==> config.mk <==
export PLATFORM = sky130hd
export DESIGN_NAME = free_running_watchdog
export DESIGN_NICKNAME = d
export VERILOG_FILES = /design/src/watchdog_pkg.sv /design/src/free_running_watchdog.sv
export VERILOG_INCLUDE_DIRS = /design/src
export SDC_FILE = /design/constraint.sdc
export NUM_CORES = 1
export LEC_CHECK = 0
export BUFFER_PORTS_ARGS = -buffer_cell sky130_fd_sc_hd__buf_2
export CORE_MARGIN = 1
export CORE_UTILIZATION = 29
export CTS_BUF_LIST = sky130_fd_sc_hd__clkbuf_4 sky130_fd_sc_hd__clkbuf_8
export DETAILED_ROUTE_END_ITERATION = 8
export PLACE_DENSITY = 0.58
export SLEW_MARGIN = 25
export SYNTH_ARGS = -nofsm -noshare
export SYNTH_HDL_FRONTEND = slang
export SYNTH_SLANG_ARGS = --single-unit
==> constraint.sdc <==
create_clock -name CLK -period 6.7 [get_ports CLK]
set_input_delay 0.335 -clock CLK [delete_from_list [all_inputs] [get_ports CLK]]
set_output_delay 0.335 -clock CLK [all_outputs]
set_load 0.02 [all_outputs]
==> src/watchdog_params.svh <==
`ifndef WATCHDOG_PARAMS_SVH
`define WATCHDOG_PARAMS_SVH

// register offsets (byte addresses)
`define OFS_CLEAR_KEY      16'hF00E
`define OFS_PERIOD_MODE    16'hF00F
`define OFS_IRQ_STATUS     16'hF010
`define OFS_IRQ_CLEAR      16'hF011
`define OFS_IRQ_ENABLE     16'hF012

// reset values
`define RST_CLEAR_KEY      8'h00
`define RST_PERIOD_MODE    2'h2
`define RST_IRQ_ENABLE     2'h3

// clear key bytes
`define KEY_FIRST          8'h5A
`define KEY_SECOND         8'hA5

// field positions
`define POINTER_BIT        0
`define PERIOD_LSB         0
`define PERIOD_MSB         1
`define EVT_FIRST_OVF      0
`define EVT_SECOND_OVF     1

// overflow periods in milliseconds
`define PERIOD_125_MS      125
`define PERIOD_500_MS      500
`define PERIOD_2S_MS       2000
`define PERIOD_8S_MS       8000

// clock rate
`define CLK_HZ             20000000

`endif

==> src/watchdog_pkg.sv <==
`default_nettype none
package watchdog_pkg;
	typedef logic [15:0] addr_t;
	typedef logic [7:0]  byte_t;
	typedef logic [1:0]  period_sel_t;
	typedef enum logic [1:0] {
		SEL_125MS,
		SEL_500MS,
		SEL_2S,
		SEL_8S
	} period_code_t;
	typedef enum {
		WAIT_OSC,
		ARMED,
		NMI_SENT
	} wdt_state_t;
endpackage
`default_nettype wire

==> src/free_running_watchdog.sv <==
// The strobed register port was chosen for this implementation.
`include "watchdog_params.svh"
`default_nettype none
module free_running_watchdog #(
	parameter longint MS_125_CYCLES =
		longint'(`CLK_HZ) / 1000 * `PERIOD_125_MS,
	parameter longint MS_500_CYCLES =
		longint'(`CLK_HZ) / 1000 * `PERIOD_500_MS,
	parameter longint S2_CYCLES =
		longint'(`CLK_HZ) / 1000 * `PERIOD_2S_MS,
	parameter longint S8_CYCLES =
		longint'(`CLK_HZ) / 1000 * `PERIOD_8S_MS,
	parameter int     COUNT_W = 28
) (
	// clock and reset
	input  wire logic                 CLK,
	input  wire logic                 RST_N,
	input  wire logic                 CE,
	// register port
	input  wire watchdog_pkg::addr_t  ADDR,
	input  wire watchdog_pkg::byte_t  WDATA,
	input  wire logic                 WR,
	input  wire logic                 RD,
	output var  watchdog_pkg::byte_t  RDATA,
	// chip state
	input  wire logic                 LOW_SPEED_CLOCK_READY,
	input  wire logic                 STOP_MODE,
	input  wire logic                 HALT_MODE,
	// outputs
	output var  logic                 WATCHDOG_NMI_REQUEST,
	output var  logic                 HALT_RELEASE,
	output var  logic                 WATCHDOG_RESET,
	output var  logic                 IRQ
);
	import watchdog_pkg::*;

	// ------------------------------------------------------------
	// elaboration checks
	// ------------------------------------------------------------
	// a period of zero cycles never reaches its terminal count, and a
	// counter narrower than a period would wrap without overflowing
	if (COUNT_W < 2 || COUNT_W > 62) begin : g_bad_width
		$error("COUNT_W out of range");
	end
	if (MS_125_CYCLES < 1) begin : g_bad_125
		$error("shortest period must be at least one cycle");
	end
	if (MS_500_CYCLES < 1) begin : g_bad_500
		$error("second period must be at least one cycle");
	end
	if (S2_CYCLES < 1) begin : g_bad_2s
		$error("third period must be at least one cycle");
	end
	if (S8_CYCLES < 1) begin : g_bad_8s
		$error("longest period must be at least one cycle");
	end
	if (MS_125_CYCLES > (longint'(1) << COUNT_W) ||
	    MS_500_CYCLES > (longint'(1) << COUNT_W) ||
	    S2_CYCLES > (longint'(1) << COUNT_W) ||
	    S8_CYCLES > (longint'(1) << COUNT_W)) begin : g_narrow
		$error("COUNT_W too narrow for a period");
	end

	// ------------------------------------------------------------
	// input synchronisers
	// ------------------------------------------------------------
	logic osc_meta, osc_ready;
	logic stop_meta, stop_sync;

	// the oscillator flag arrives from another clock; only osc_ready
	// is read by the logic
	always_ff @(posedge CLK or negedge RST_N) begin
		if (!RST_N) begin
			osc_meta  <= 1'b0;
			osc_ready <= 1'b0;
		end else if (CE) begin
			osc_meta  <= LOW_SPEED_CLOCK_READY;
			osc_ready <= osc_meta;
		end
	end

	// stop comes from the power controller, off this clock
	always_ff @(posedge CLK or negedge RST_N) begin
		if (!RST_N) begin
			stop_meta <= 1'b0;
			stop_sync <= 1'b0;
		end else if (CE) begin
			stop_meta <= STOP_MODE;
			stop_sync <= stop_meta;
		end
	end

	// ------------------------------------------------------------
	// state and decode
	// ------------------------------------------------------------
	wdt_state_t          state;
	logic                pointer;
	logic                first_ok;
	period_sel_t         period_sel;
	logic [COUNT_W-1:0]  count;
	logic [COUNT_W-1:0]  limit;
	logic                running;
	logic                overflow;
	logic                wr_key, wr_mode, wr_iclr, wr_ien;
	logic                key_taken;
	logic                valid_clear;
	logic [1:0]          irq_status, irq_enable, events;
	logic                first_ovf, second_ovf;
	logic [COUNT_W-1:0]  next_count;
	wdt_state_t          next_state;
	byte_t               next_rdata;

	// ------------------------------------------------------------
	// register decode
	// ------------------------------------------------------------
	// stop mode suspends the counter and the clear key; oscillator gate covers reset and
	// stop exit since the oscillator restarts after stop
	assign running  = osc_ready && !stop_sync;
	assign wr_key   = WR && ADDR == `OFS_CLEAR_KEY;
	assign wr_mode  = WR && ADDR == `OFS_PERIOD_MODE;
	assign wr_iclr  = WR && ADDR == `OFS_IRQ_CLEAR;
	assign wr_ien   = WR && ADDR == `OFS_IRQ_ENABLE;
	assign key_taken = wr_key && running;

	// ------------------------------------------------------------
	// period selection
	// ------------------------------------------------------------
	// counting 0 to limit inclusive gives a period of exactly N cycles
	always_comb begin
		unique case (period_code_t'(period_sel))
			SEL_125MS: limit = COUNT_W'(MS_125_CYCLES - 1);
			SEL_500MS: limit = COUNT_W'(MS_500_CYCLES - 1);
			SEL_2S:    limit = COUNT_W'(S2_CYCLES - 1);
			SEL_8S:    limit = COUNT_W'(S8_CYCLES - 1);
		endcase
	end

	// ------------------------------------------------------------
	// clear detection
	// ------------------------------------------------------------
	// second byte accepted only after a matching first byte
	assign valid_clear = key_taken && pointer && first_ok &&
	                     WDATA == `KEY_SECOND;
	assign overflow = running && !valid_clear &&
	                  count >= limit;

	// ------------------------------------------------------------
	// counter
	// ------------------------------------------------------------
	// no software path stops it; only stop mode or oscillator loss
	// a valid clear or an overflow restarts the period from zero
	always_comb begin
		if (valid_clear || overflow)
			next_count = '0;
		else
			next_count = count + 1'b1;
	end

	always_ff @(posedge CLK or negedge RST_N) begin
		if (!RST_N)
			count <= '0;
		else if (CE && running)
			count <= next_count;
	end

	// ------------------------------------------------------------
	// clear sequence pointer
	// ------------------------------------------------------------
	always_ff @(posedge CLK or negedge RST_N) begin
		if (!RST_N)
			pointer <= 1'b0;
		else if (CE) begin
			if (overflow)
				pointer <= 1'b0;
			else if (key_taken)
				pointer <= ~pointer;
		end
	end

	// remembers whether the byte taken at pointer 0 was the first key;
	// a wrong first byte keeps this low so the next second key cannot
	// clear
	always_ff @(posedge CLK or negedge RST_N) begin
		if (!RST_N)
			first_ok <= 1'b0;
		else if (CE) begin
			if (overflow)
				first_ok <= 1'b0;
			else if (key_taken)
				first_ok <= !pointer && WDATA == `KEY_FIRST;
		end
	end

	// ------------------------------------------------------------
	// overflow sequencing
	// ------------------------------------------------------------
	always_comb begin
		next_state = state;
		unique case (state)
			WAIT_OSC:
				if (osc_ready)
					next_state = ARMED;
			ARMED:
				if (overflow)
					next_state = NMI_SENT;
			NMI_SENT:
				if (valid_clear)
					next_state = ARMED;
		endcase
	end

	always_ff @(posedge CLK or negedge RST_N) begin
		if (!RST_N)
			state <= WAIT_OSC;
		else if (CE)
			state <= next_state;
	end

	// the first overflow after arming or after a valid clear only
	// interrupts; software gets one more period before the reset
	assign first_ovf  = overflow && state != NMI_SENT;
	assign second_ovf = overflow && state == NMI_SENT;

	// ------------------------------------------------------------
	// overflow outputs
	// ------------------------------------------------------------
	always_ff @(posedge CLK or negedge RST_N) begin
		if (!RST_N)
			WATCHDOG_NMI_REQUEST <= 1'b0;
		else if (CE)
			WATCHDOG_NMI_REQUEST <= first_ovf;
	end

	// only a sleeping core needs waking, so the pulse is gated by halt
	always_ff @(posedge CLK or negedge RST_N) begin
		if (!RST_N)
			HALT_RELEASE <= 1'b0;
		else if (CE)
			HALT_RELEASE <= first_ovf && HALT_MODE;
	end

	// held until system reset clears the block
	always_ff @(posedge CLK or negedge RST_N) begin
		if (!RST_N)
			WATCHDOG_RESET <= 1'b0;
		else if (CE && second_ovf)
			WATCHDOG_RESET <= 1'b1;
	end

	// ------------------------------------------------------------
	// registers
	// ------------------------------------------------------------
	always_ff @(posedge CLK or negedge RST_N) begin
		if (!RST_N)
			period_sel <= `RST_PERIOD_MODE;
		else if (CE && wr_mode)
			period_sel <= WDATA[`PERIOD_MSB:`PERIOD_LSB];
	end

	// ------------------------------------------------------------
	// interrupt registers
	// ------------------------------------------------------------
	always_ff @(posedge CLK or negedge RST_N) begin
		if (!RST_N)
			irq_enable <= `RST_IRQ_ENABLE;
		else if (CE && wr_ien)
			irq_enable <= WDATA[1:0];
	end

	assign events = {second_ovf, first_ovf};

	// a new event wins over a clear in the same cycle, so an overflow
	// is never lost to software clearing the previous one
	for (genvar b = 0; b < $bits(irq_status); b++) begin : g_status
		logic clear_bit;
		assign clear_bit = wr_iclr && WDATA[b];
		always_ff @(posedge CLK or negedge RST_N) begin
			if (!RST_N)
				irq_status[b] <= 1'b0;
			else if (CE) begin
				if (events[b])
					irq_status[b] <= 1'b1;
				else if (clear_bit)
					irq_status[b] <= 1'b0;
			end
		end
	end

	assign IRQ = |(irq_status & irq_enable);

	// ------------------------------------------------------------
	// read port
	// ------------------------------------------------------------
	// read data stand one cycle after the strobe and are zero
	// otherwise, so a stale value is never taken for a new read
	always_comb begin
		next_rdata = 8'h00;
		if (RD) begin
			unique case (ADDR)
				`OFS_CLEAR_KEY:
					next_rdata = {7'h00, pointer};
				`OFS_PERIOD_MODE:
					next_rdata = {6'h00, period_sel};
				`OFS_IRQ_STATUS:
					next_rdata = {6'h00, irq_status};
				`OFS_IRQ_ENABLE:
					next_rdata = {6'h00, irq_enable};
				default:
					next_rdata = 8'h00;
			endcase
		end
	end

	always_ff @(posedge CLK or negedge RST_N) begin
		if (!RST_N)
			RDATA <= `RST_CLEAR_KEY;
		else if (CE)
			RDATA <= next_rdata;
	end

endmodule // free_running_watchdog
`default_nettype wire

==> results.cfg, run 1 <==
[setup_path]
path_buf_inv = 1
crit_family = compound AO/OA/AOI/OAI gates
worst_path_max_delay_cell = o21a_1
critPathMaxFanout = 26
worstPathArrival_ns = 3.66
startpoint_type = flop
crit_chain = inv_1 > ha_1 > o21bai_1 > ha_1 > nand4_1 > nor4_1 > o311ai_0 > nand4_1 > o21a_1 > nor2_1
critPathLaunch = period_sel[1]
cp.required_ns = 6.84
slowest_delay_ns = 0.76
r2r_start = period_sel[1]
path_class = reg2reg
crit_path_end_kind = flop

[drt]
wl_per_cell_um = 12.88
drt_first_pass_iters = 4
drc = 0
drt_iter0_drc = 83
via_per_inst = 4.897
routed-via-count = 2380
antenna_left = 0
routed_wl_mm = 6.259

[global_route]
antenna_found_initial = 0
gr-total-overflow = 0
grt_pass1_wl_mm = 10.92
grt_max_degree = 48
grt_pass1_vias = 2398
grt_usage_pct = 12.16

[synth]
synth_cell_types = 57
ys_ff_latch = 47
synth.area.top_cells = dfrtp_1 36%, ha_1 12%, nor2_1 4.9%, xor2_1 4.6%, mux2_2 3.3%
syn_area_per_cell_um2 = 9.602
synth-edff-count = 0
synth_largest_area_cell = dfrtp_1
synth_cells = 316
synthArstFlopShare_pct = 100.0
yosysWarnings = 0
synthFlopType = dfrtp_1
yosysTopAreaCellShare_pct = 36.29
yosysSeqAreaShare_pct = 38.89
synth_area_um2 = 3034

[clock_tree]
cts.sinks = 47
clk_path_buf_depth = 2
cts.clk_slew.worst_paths_ns = 0.09
cts_buffers = 5
cts-root-buf = clkbuf_8
cts_tree = yes
worstSkewPairLatency_ns = 0.30
h-tree-depth = 2
post_cts_resized = 0
cts_setup_buffers = 0
ctsHoldBuffers = 0

[pwr]
clkPwrFrac_pct = 35.4
switchingPower_uw = 148.6
p_leak_nw = 1.598
p_seq_share_pct = 53.8
p_int_uw = 441.2
p_comb_share_pct = 10.9
vdd_drop_max_mv = 0.1034
power_density_nw_per_um2 = 172.0
swShare_pct = 25.19

[layout]
layout.nets = 412
final_common_cell = dfrtp_1
drive_above_1_share_pct = 18.41
instances_no_fill = 486
n_antenna_cell = 0
syn_to_final_growth_pct = 12.99
layout_common_cells = 44 x dfrtp_1, 40 x nor2_1, 36 x buf_2

[floorplan]
dieArea_um2 = 10880
die_h_um = 104.3
fp.coreArea_um2 = 9955
floorplan.initialDensity_pct = 30.48
die_w_um = 104.3
core.rowCount = 36
io_pins = 44

[placed_design]
dpl.cell_count = 478
io_buffer_count = 37
place_congestion = 0.7988
hpwlAfterDp_mm = 4.882
dp_slack_ns = 3.110

[timing]
grt_setup_unrepaired = no
worst_slew_pin_slew_ns = 0.8886
final.period_utilization_pct = 52.54
worst_slack_ns = 3.180
finalSetupViolCount = 0
hold_viol_final = 0
min_period_ns = 3.520
tns_ns = 0
fin_worst_skew_ns = 0.01199
max_freq_mhz = 284.1
max_slew_margin_pct = 40.76
drv_slew = 0

[run_status]
status = completed

[min_path]
min_path_type = in2async

[job]
max_cap_viol_count = 0
cells in the mapped netlist (3+ instances only):
master	number
a21oi_1	10
a31oi_1	3
and4_1	4
buf_4	7
clkbuf_1	3
dfrtp_1	44
dfstp_2	3
ha_1	28
inv_1	15
mux2_2	9
nand2_1	22
nand2b_1	4
nand3_1	16
nand4_1	13
nand4b_1	3
nor2_1	40
nor2b_1	3
nor3_1	9
o21ai_0	6
o22ai_1	4
o2bb2ai_1	3
xnor2_1	10
xor2_1	16
state kept, by name, summed over array words and instances (netlist names), 2 cells and up:
| signal | count |
|---|---|
| period_sel | 2 |
| state | 2 |
| irq_status | 2 |
| count | 28 |
| irq_enable | 2 |
| RDATA | 2 |
stage by stage:
stage / total power, mW / instance area (um^2) / util (%) / hold slack [ns]
2_1_floorplan: 0.3630 / 3053 / - / 0.03941
3_3_place_gp: 0.3855 / 3313 / 33.28 / 0.4638
3_5_place_dp: 0.3884 / 3316 / 33.31 / 0.3866
4_1_cts: 0.5978 / 3428 / 34.44 / 0.05628
5_1_grt: 0.6205 / 3428 / 34.44 / 0.08426
6_report: 0.5898 / 3428 / 34.44 / 0.03485
final timing paths:
path                                  end  slack (ns)  depth (start not counted)
hold / removal                  count[16]        0.03                          1
hold reg to reg            WATCHDOG_RESET        0.48                          1
max in group asynchronous   period_sel[0]        6.26                          1
setup / recovery                count[25]        3.18                         10
setup reg to reg                count[25]        3.18                         10
min in group CLK                 osc_meta        0.26                          2
cell families (layout without fill, tap and decap cells):
kind of cell               Yosys count  after routing  synth area share (%)
AOI/OAI and AO/OA                   43             43                 9.609
xor gates and xnor gates            26             26                 7.505
adders and majority gates           28             28                 11.55
buffers and inverters               28             60                 4.866
DFF                                 47             47                 38.89
muxes                               10             10                 3.670
other                                1              6                0.1236
and+or+nand+nor                    133            133                 23.79
layout make-up:
class,instances,area (um^2)
Clock inverter,3,43.79
Multi-Input combinational cell,246,1725
Clock buffer,5,68.82
Tap cell,133,166.4
Fill cell,1034,6526
Inverter,15,56.30
Sequential cell,47,1180
Timing Repair Buffer,37,187.7
routing by layer:
layer | GRT usage (%) | vias to the layer above | wire, um
met5 | 0 | - | 0
met4 | 3.469 | 0 | 78
met3 | 2.256 | 8 | 155
met2 | 21.05 | 37 | 3020
met1 | 15.31 | 1150 | 3005
li1 | - | 1185 | -
power by group through the flow:
stage	clock network (mW)	logic, mW	registers (mW)
CTS	0.215	0.0653	0.317
floorplan	0	0.0447	0.318
detailed placement	0	0.0653	0.323
finish	0.209	0.0640	0.317
global placement	0	0.0632	0.322
global route	0.227	0.0732	0.321
Power figures use the tool's default switching activity.
==> run 2: changes to the inputs <==
==> constraint.sdc (replaced) <==
create_clock -name CLK -period 3.65 [get_ports CLK]
set_input_delay 0.1825 -clock CLK [delete_from_list [all_inputs] [get_ports CLK]]
set_output_delay 0.1825 -clock CLK [all_outputs]
set_load 0.02 [all_outputs]
==> run 2 against run 1 <==
Effect of this change: sequential power is 84% higher; sequential share of layout area about the same; combinational power up 88%; worst hold slack improved by 0.064 ns; critical path type unchanged; critical endpoint is now count[1]; largest cell class unchanged.
==> results.cfg, run 2 (synthesized netlist as in run 1, its figures left out) <==
[setup_path]
r2r_start = period_sel[1]
reg2reg_to = count[1]
slowest_delay_ns = 0.60
worst_path_max_delay_cell = dfstp_2
startpoint_type = flop
crit_chain = inv_1 > ha_1 > o21bai_1 > ha_1 > nand4_1 > nor4_1 > o311ai_0 > nand4_1 > nand3_1 > a32o_1
r2r_slack_ns = 0.49
worstPathArrival_ns = 3.36
cp.required_ns = 3.86
path_class = reg2reg
path_buf_inv = 1
crit_family = simple AND/OR/NAND/NOR gates
r2r.worst_path.cells = 10
critPathMaxFanout = 7
crit_path_end_kind = flop

[floorplan]
die_h_um = 104.3
fp.coreArea_um2 = 9955
dieArea_um2 = 10880
core.rowCount = 36
die_w_um = 104.3
io_pins = 44
floorplan.initialDensity_pct = 30.48

[clock_tree]
cts_setup_buffers = 0
ctsHoldBuffers = 1
h-tree-depth = 2
cts-root-buf = clkbuf_8
cts_tree = yes
cts_buffers = 5
cts.sinks = 47
worstSkewPairLatency_ns = 0.31
post_cts_resized = 0
cts.clk_slew.worst_paths_ns = 0.10
clk_path_buf_depth = 2

[layout]
fin_util_pct = 34.41
instances_no_fill = 488
syn_to_final_growth_pct = 12.91
drive_above_1_share_pct = 18.59
layout_common_cells = 44 x dfrtp_1, 40 x nor2_1, 36 x buf_2
regMostFlops = count
final_common_cell = dfrtp_1
layout.nets = 414
n_antenna_cell = 0
largest_register_ffs = 28

[placed_design]
io_buffer_count = 37
dpl.cell_count = 479
hpwlAfterDp_mm = 4.761
place_congestion = 0.8185

[min_path]
min_delay_path_depth = 2
hp-start = LOW_SPEED_CLOCK_READY
holdPathEnd = osc_meta
min_path_type = in2reg

[drt]
antenna_left = 0
routed_wl_mm = 6.263
via_per_inst = 4.887
routed-via-count = 2385
wl_per_cell_um = 12.83
drc = 0
drt_iter0_drc = 90
drt_first_pass_iters = 4

[timing]
finalSetupViolCount = 0
grt_setup_unrepaired = no
drv_slew = 0
max_slew_margin_pct = 58.95
max_freq_mhz = 316.8
hold_viol_final = 0
final.period_utilization_pct = 86.47
fin_worst_skew_ns = 0.01100
min_period_ns = 3.156
worst_slew_pin_slew_ns = 0.6158
tns_ns = 0

[global_route]
grt_pass1_vias = 2319
grt_pass1_wl_mm = 10.90
antenna_found_initial = 0
grt_usage_pct = 12.08
gr-total-overflow = 0
grt_max_degree = 48

[pwr]
p_leak_nw = 1.590
vdd_drop_max_mv = 0.1770
finalPower_mw = 1.034
power_density_nw_per_um2 = 301.9

[job]
max_cap_viol_count = 0

[run_status]
status = completed
run 2: cell count changes in the layout (fill, tap and decap cells not counted), sizes merged:
| cell | before | now |
|---|---|---|
| bufinv | 1 | 0 |
| inv | 15 | 16 |
| dlygate4sd3 | 0 | 1 |
| clkinvlp | 0 | 2 |
| clkinv | 2 | 0 |
| buf | 37 | 38 |
run 2: power breakdown:
| part | switching, mW | internal, mW | total [mW] |
|---|---|---|---|
| sequential | 0.0323 | 0.550 | 0.582 |
| clock | 0.195 | 0.137 | 0.333 |
| combinational | 0.0629 | 0.0567 | 0.120 |
| total | 0.290 | 0.744 | 1.03 |
run 2: how the worst max path moves through the flow:
stage | startpoint | to | slack (ns) | cells after the start
floorplan | period_sel[1] | count[1] | 0.92 | 10
global placement | period_sel[1] | count[1] | 0.63 | 10
detailed placement | period_sel[1] | count[1] | 0.52 | 10
CTS | period_sel[1] | count[1] | 0.49 | 10
global route | period_sel[1] | count[26] | 0.25 | 11
finish | period_sel[1] | count[1] | 0.49 | 10
run 2: worst reg2reg max path, delay by kind of cell (launching register included):
kind                       cells  cell delay, ns
buffers and inverters          1            0.11
AOI/OAI and AO/OA              3            0.75
DFF                            1            0.60
adders and majority gates      2            0.57
and+or+nand+nor                4            1.02
run 2: per-stage QoR:
stage          setup WS [ns]  hold slack (ns)  instance area, um^2
2_1_floorplan         0.9168          -0.1131                 3053
3_3_place_gp          0.6277           0.4161                 3321
3_5_place_dp          0.5154           0.2449                 3323
4_1_cts               0.4905          0.09675                 3426
5_1_grt               0.2471          0.09310                 3426
6_report              0.4938          0.09903                 3426
run 2: layout make-up:
type,instances,area (um^2)
clock buffers,5,68.82
clock inverters,3,23.77
fillers,1032,6529
inverters,15,56.30
multi-input cells,246,1725
flip-flops and latches,47,1180
well taps,133,166.4
repair buffers,39,205.2
run 2: metal layers:
metal | routed length (um) | track usage [%] | up-vias
li1 | - | - | 1199
met1 | 3119 | 16.24 | 1145
met2 | 2888 | 19.77 | 37
met3 | 197 | 2.318 | 4
met4 | 57 | 3.061 | 0
met5 | 0 | 0 | -
==> run 3: changes to the inputs <==
--- a/config.mk
+++ b/config.mk
@@ -12,7 +12,7 @@
 export CTS_BUF_LIST = sky130_fd_sc_hd__clkbuf_4 sky130_fd_sc_hd__clkbuf_8
 export DETAILED_ROUTE_END_ITERATION = 8
 export PLACE_DENSITY = 0.58
-export SLEW_MARGIN = 25
+export SLEW_MARGIN = 15
 export SYNTH_ARGS = -nofsm -noshare
 export SYNTH_HDL_FRONTEND = slang
 export SYNTH_SLANG_ARGS = --single-unit
==> constraint.sdc (replaced) <==
create_clock -name CLK -period 3.1 [get_ports CLK]
set_input_delay 0.155 -clock CLK [delete_from_list [all_inputs] [get_ports CLK]]
set_output_delay 0.155 -clock CLK [all_outputs]
set_load 0.02 [all_outputs]
==> run 3 against run 2 <==
Effect of this change: critical path depth unchanged; maximum frequency up 9.2%; sequential share of layout area down 0.70 points; critical path type unchanged; critical endpoint unchanged; largest cell class unchanged.
==> results.cfg, run 3 (synthesized netlist as in run 1, its figures left out) <==
[setup_path]
crit_path_end_kind = flop
critPathMaxFanout = 5
cp.required_ns = 3.29
worst_path_max_delay_cell = dfstp_2
r2r.worst_path.cells = 10
path_class = reg2reg
r2r_start = period_sel[1]
worstPathArrival_ns = 3.08
reg2reg_to = count[1]
slowest_delay_ns = 0.53
r2r_slack_ns = 0.21
startpoint_type = flop
crit_chain = inv_1 > ha_1 > o21bai_2 > ha_1 > nand4_1 > nor4_2 > o311ai_0 > nand4_1 > nand3_1 > a32o_1

[timing]
fin_worst_skew_ns = 0.008256
min_period_ns = 2.889
final.period_utilization_pct = 93.21
worst_slew_pin_slew_ns = 0.6016
drv_slew = 0
finalSetupViolCount = 0
max_slew_margin_pct = 59.90
hold_viol_final = 0
worst_slack_ns = 0.2105
max_freq_mhz = 346.1

[clock_tree]
cts_buffers = 5
h-tree-depth = 2
cts.sinks = 47
cts_tree = yes
worstSkewPairLatency_ns = 0.30
cts.clk_slew.worst_paths_ns = 0.08
cts-root-buf = clkbuf_8
clk_path_buf_depth = 2

[floorplan]
fp.coreArea_um2 = 9955
die_h_um = 104.3
floorplan.initialDensity_pct = 30.48
dieArea_um2 = 10880
die_w_um = 104.3
core.rowCount = 36
io_pins = 44

[min_path]
hp-start = LOW_SPEED_CLOCK_READY
holdPathEnd = osc_meta
min_path_type = in2reg
min_delay_path_depth = 2

[placed_design]
placed_cell_area_um2 = 3356
hpwlAfterDp_mm = 4.799
io_buffer_count = 37
dp_slack_ns = 0.1118
place_congestion = 0.8249

[layout]
layout.nets = 419
final_common_cell = dfrtp_1
regMostFlops = count
n_antenna_cell = 0
fillers = 1018
syn_to_final_growth_pct = 15.26
largest_register_ffs = 28
drive_above_1_share_pct = 20.28
layout_common_cells = 44 x dfrtp_1, 40 x nor2_1, 36 x buf_2
fin_area_um2 = 3497

[global_route]
grt_pass1_vias = 2372
gr-total-overflow = 0
antenna_found_initial = 0
grt_usage_pct = 12.35
grt_pass1_wl_mm = 10.98
grt_max_degree = 48

[drt]
routed_wl_mm = 6.254
drc = 0
via_per_inst = 4.892
routed-via-count = 2412
drt_iter0_drc = 83
drt_first_pass_iters = 4
antenna_left = 0
wl_per_cell_um = 12.69

[pwr]
p_leak_nw = 1.623
power_density_nw_per_um2 = 354.5
vdd_drop_max_mv = 0.2005

[run_status]
status = completed

[job]
max_cap_viol_count = 0
-- run 3: cell count changes in the layout (fill, tap and decap cells not counted), sizes merged --
cell      before  now
clkinvlp       2    0
inv           16   15
buf           38   43
clkbuf         5    8
-- run 3: how the worst max path moves through the flow --
stage	slack [ns]	cells past startpoint	end	start
floorplan	0.37	10	count[1]	period_sel[1]
global placement	0.25	10	count[1]	period_sel[1]
detailed placement	0.11	10	count[1]	period_sel[0]
CTS	0.10	10	count[1]	period_sel[1]
global route	-0.02	11	HALT_RELEASE	period_sel[0]
finish	0.21	10	count[1]	period_sel[1]
-- run 3: report_power, final --
part,switching (mW),internal [mW]
registers,0.0380,0.647
clock network,0.202,0.212
logic,0.0731,0.0669
total,0.313,0.927
-- run 3: critical path, delay by kind of cell, from the launching register on --
kind	cells	cell delay [ns]
AOI/OAI and AO/OA	3	0.71
adders and majority gates	2	0.55
buffers and inverters	1	0.08
DFF	1	0.53
and+or+nand+nor	4	0.91
-- run 3: through the flow --
step / hold slack, ns / total power, mW / TNS (ns) / utilization [%] / instances
after floorplan: -0.1406 / 0.7846 / 0 / - / 321
after global placement: 0.3903 / 0.8364 / 0 / 33.71 / 482
after detailed placement: 0.3960 / 0.8392 / 0 / 33.71 / 482
after global routing: 0.06871 / 1.313 / -0.02585 / 35.13 / 493
final: 0.08058 / 1.240 / 0 / 35.13 / 493
after CTS: 0.07164 / 1.261 / 0 / 34.75 / 490
-- run 3: layout make-up --
cell class                 count  area, um^2  share of cell area (%)
multi-input combinational    246        1735                   49.62
timing repair buffer          44       255.2                   7.299
sequential                    47        1180                   33.74
tap                          133       166.4                   4.759
clock buffer                   8       103.9                   2.970
inverter                      15       56.30                   1.610
-- run 3: per-layer routing --
metal,track usage [%],share of wire (%)
met3,3.070,2.9
met1,16.40,49
met2,20.10,47
met5,0,0
met4,2.755,0.96
-- run 3: timing repair --
item,4_1_cts,5_1_grt
endpoints found under the setup margin,0,32
buffers inserted,0,2
hold endpoints to repair,0,44
hold buffers,0,1
resized for setup,0,2
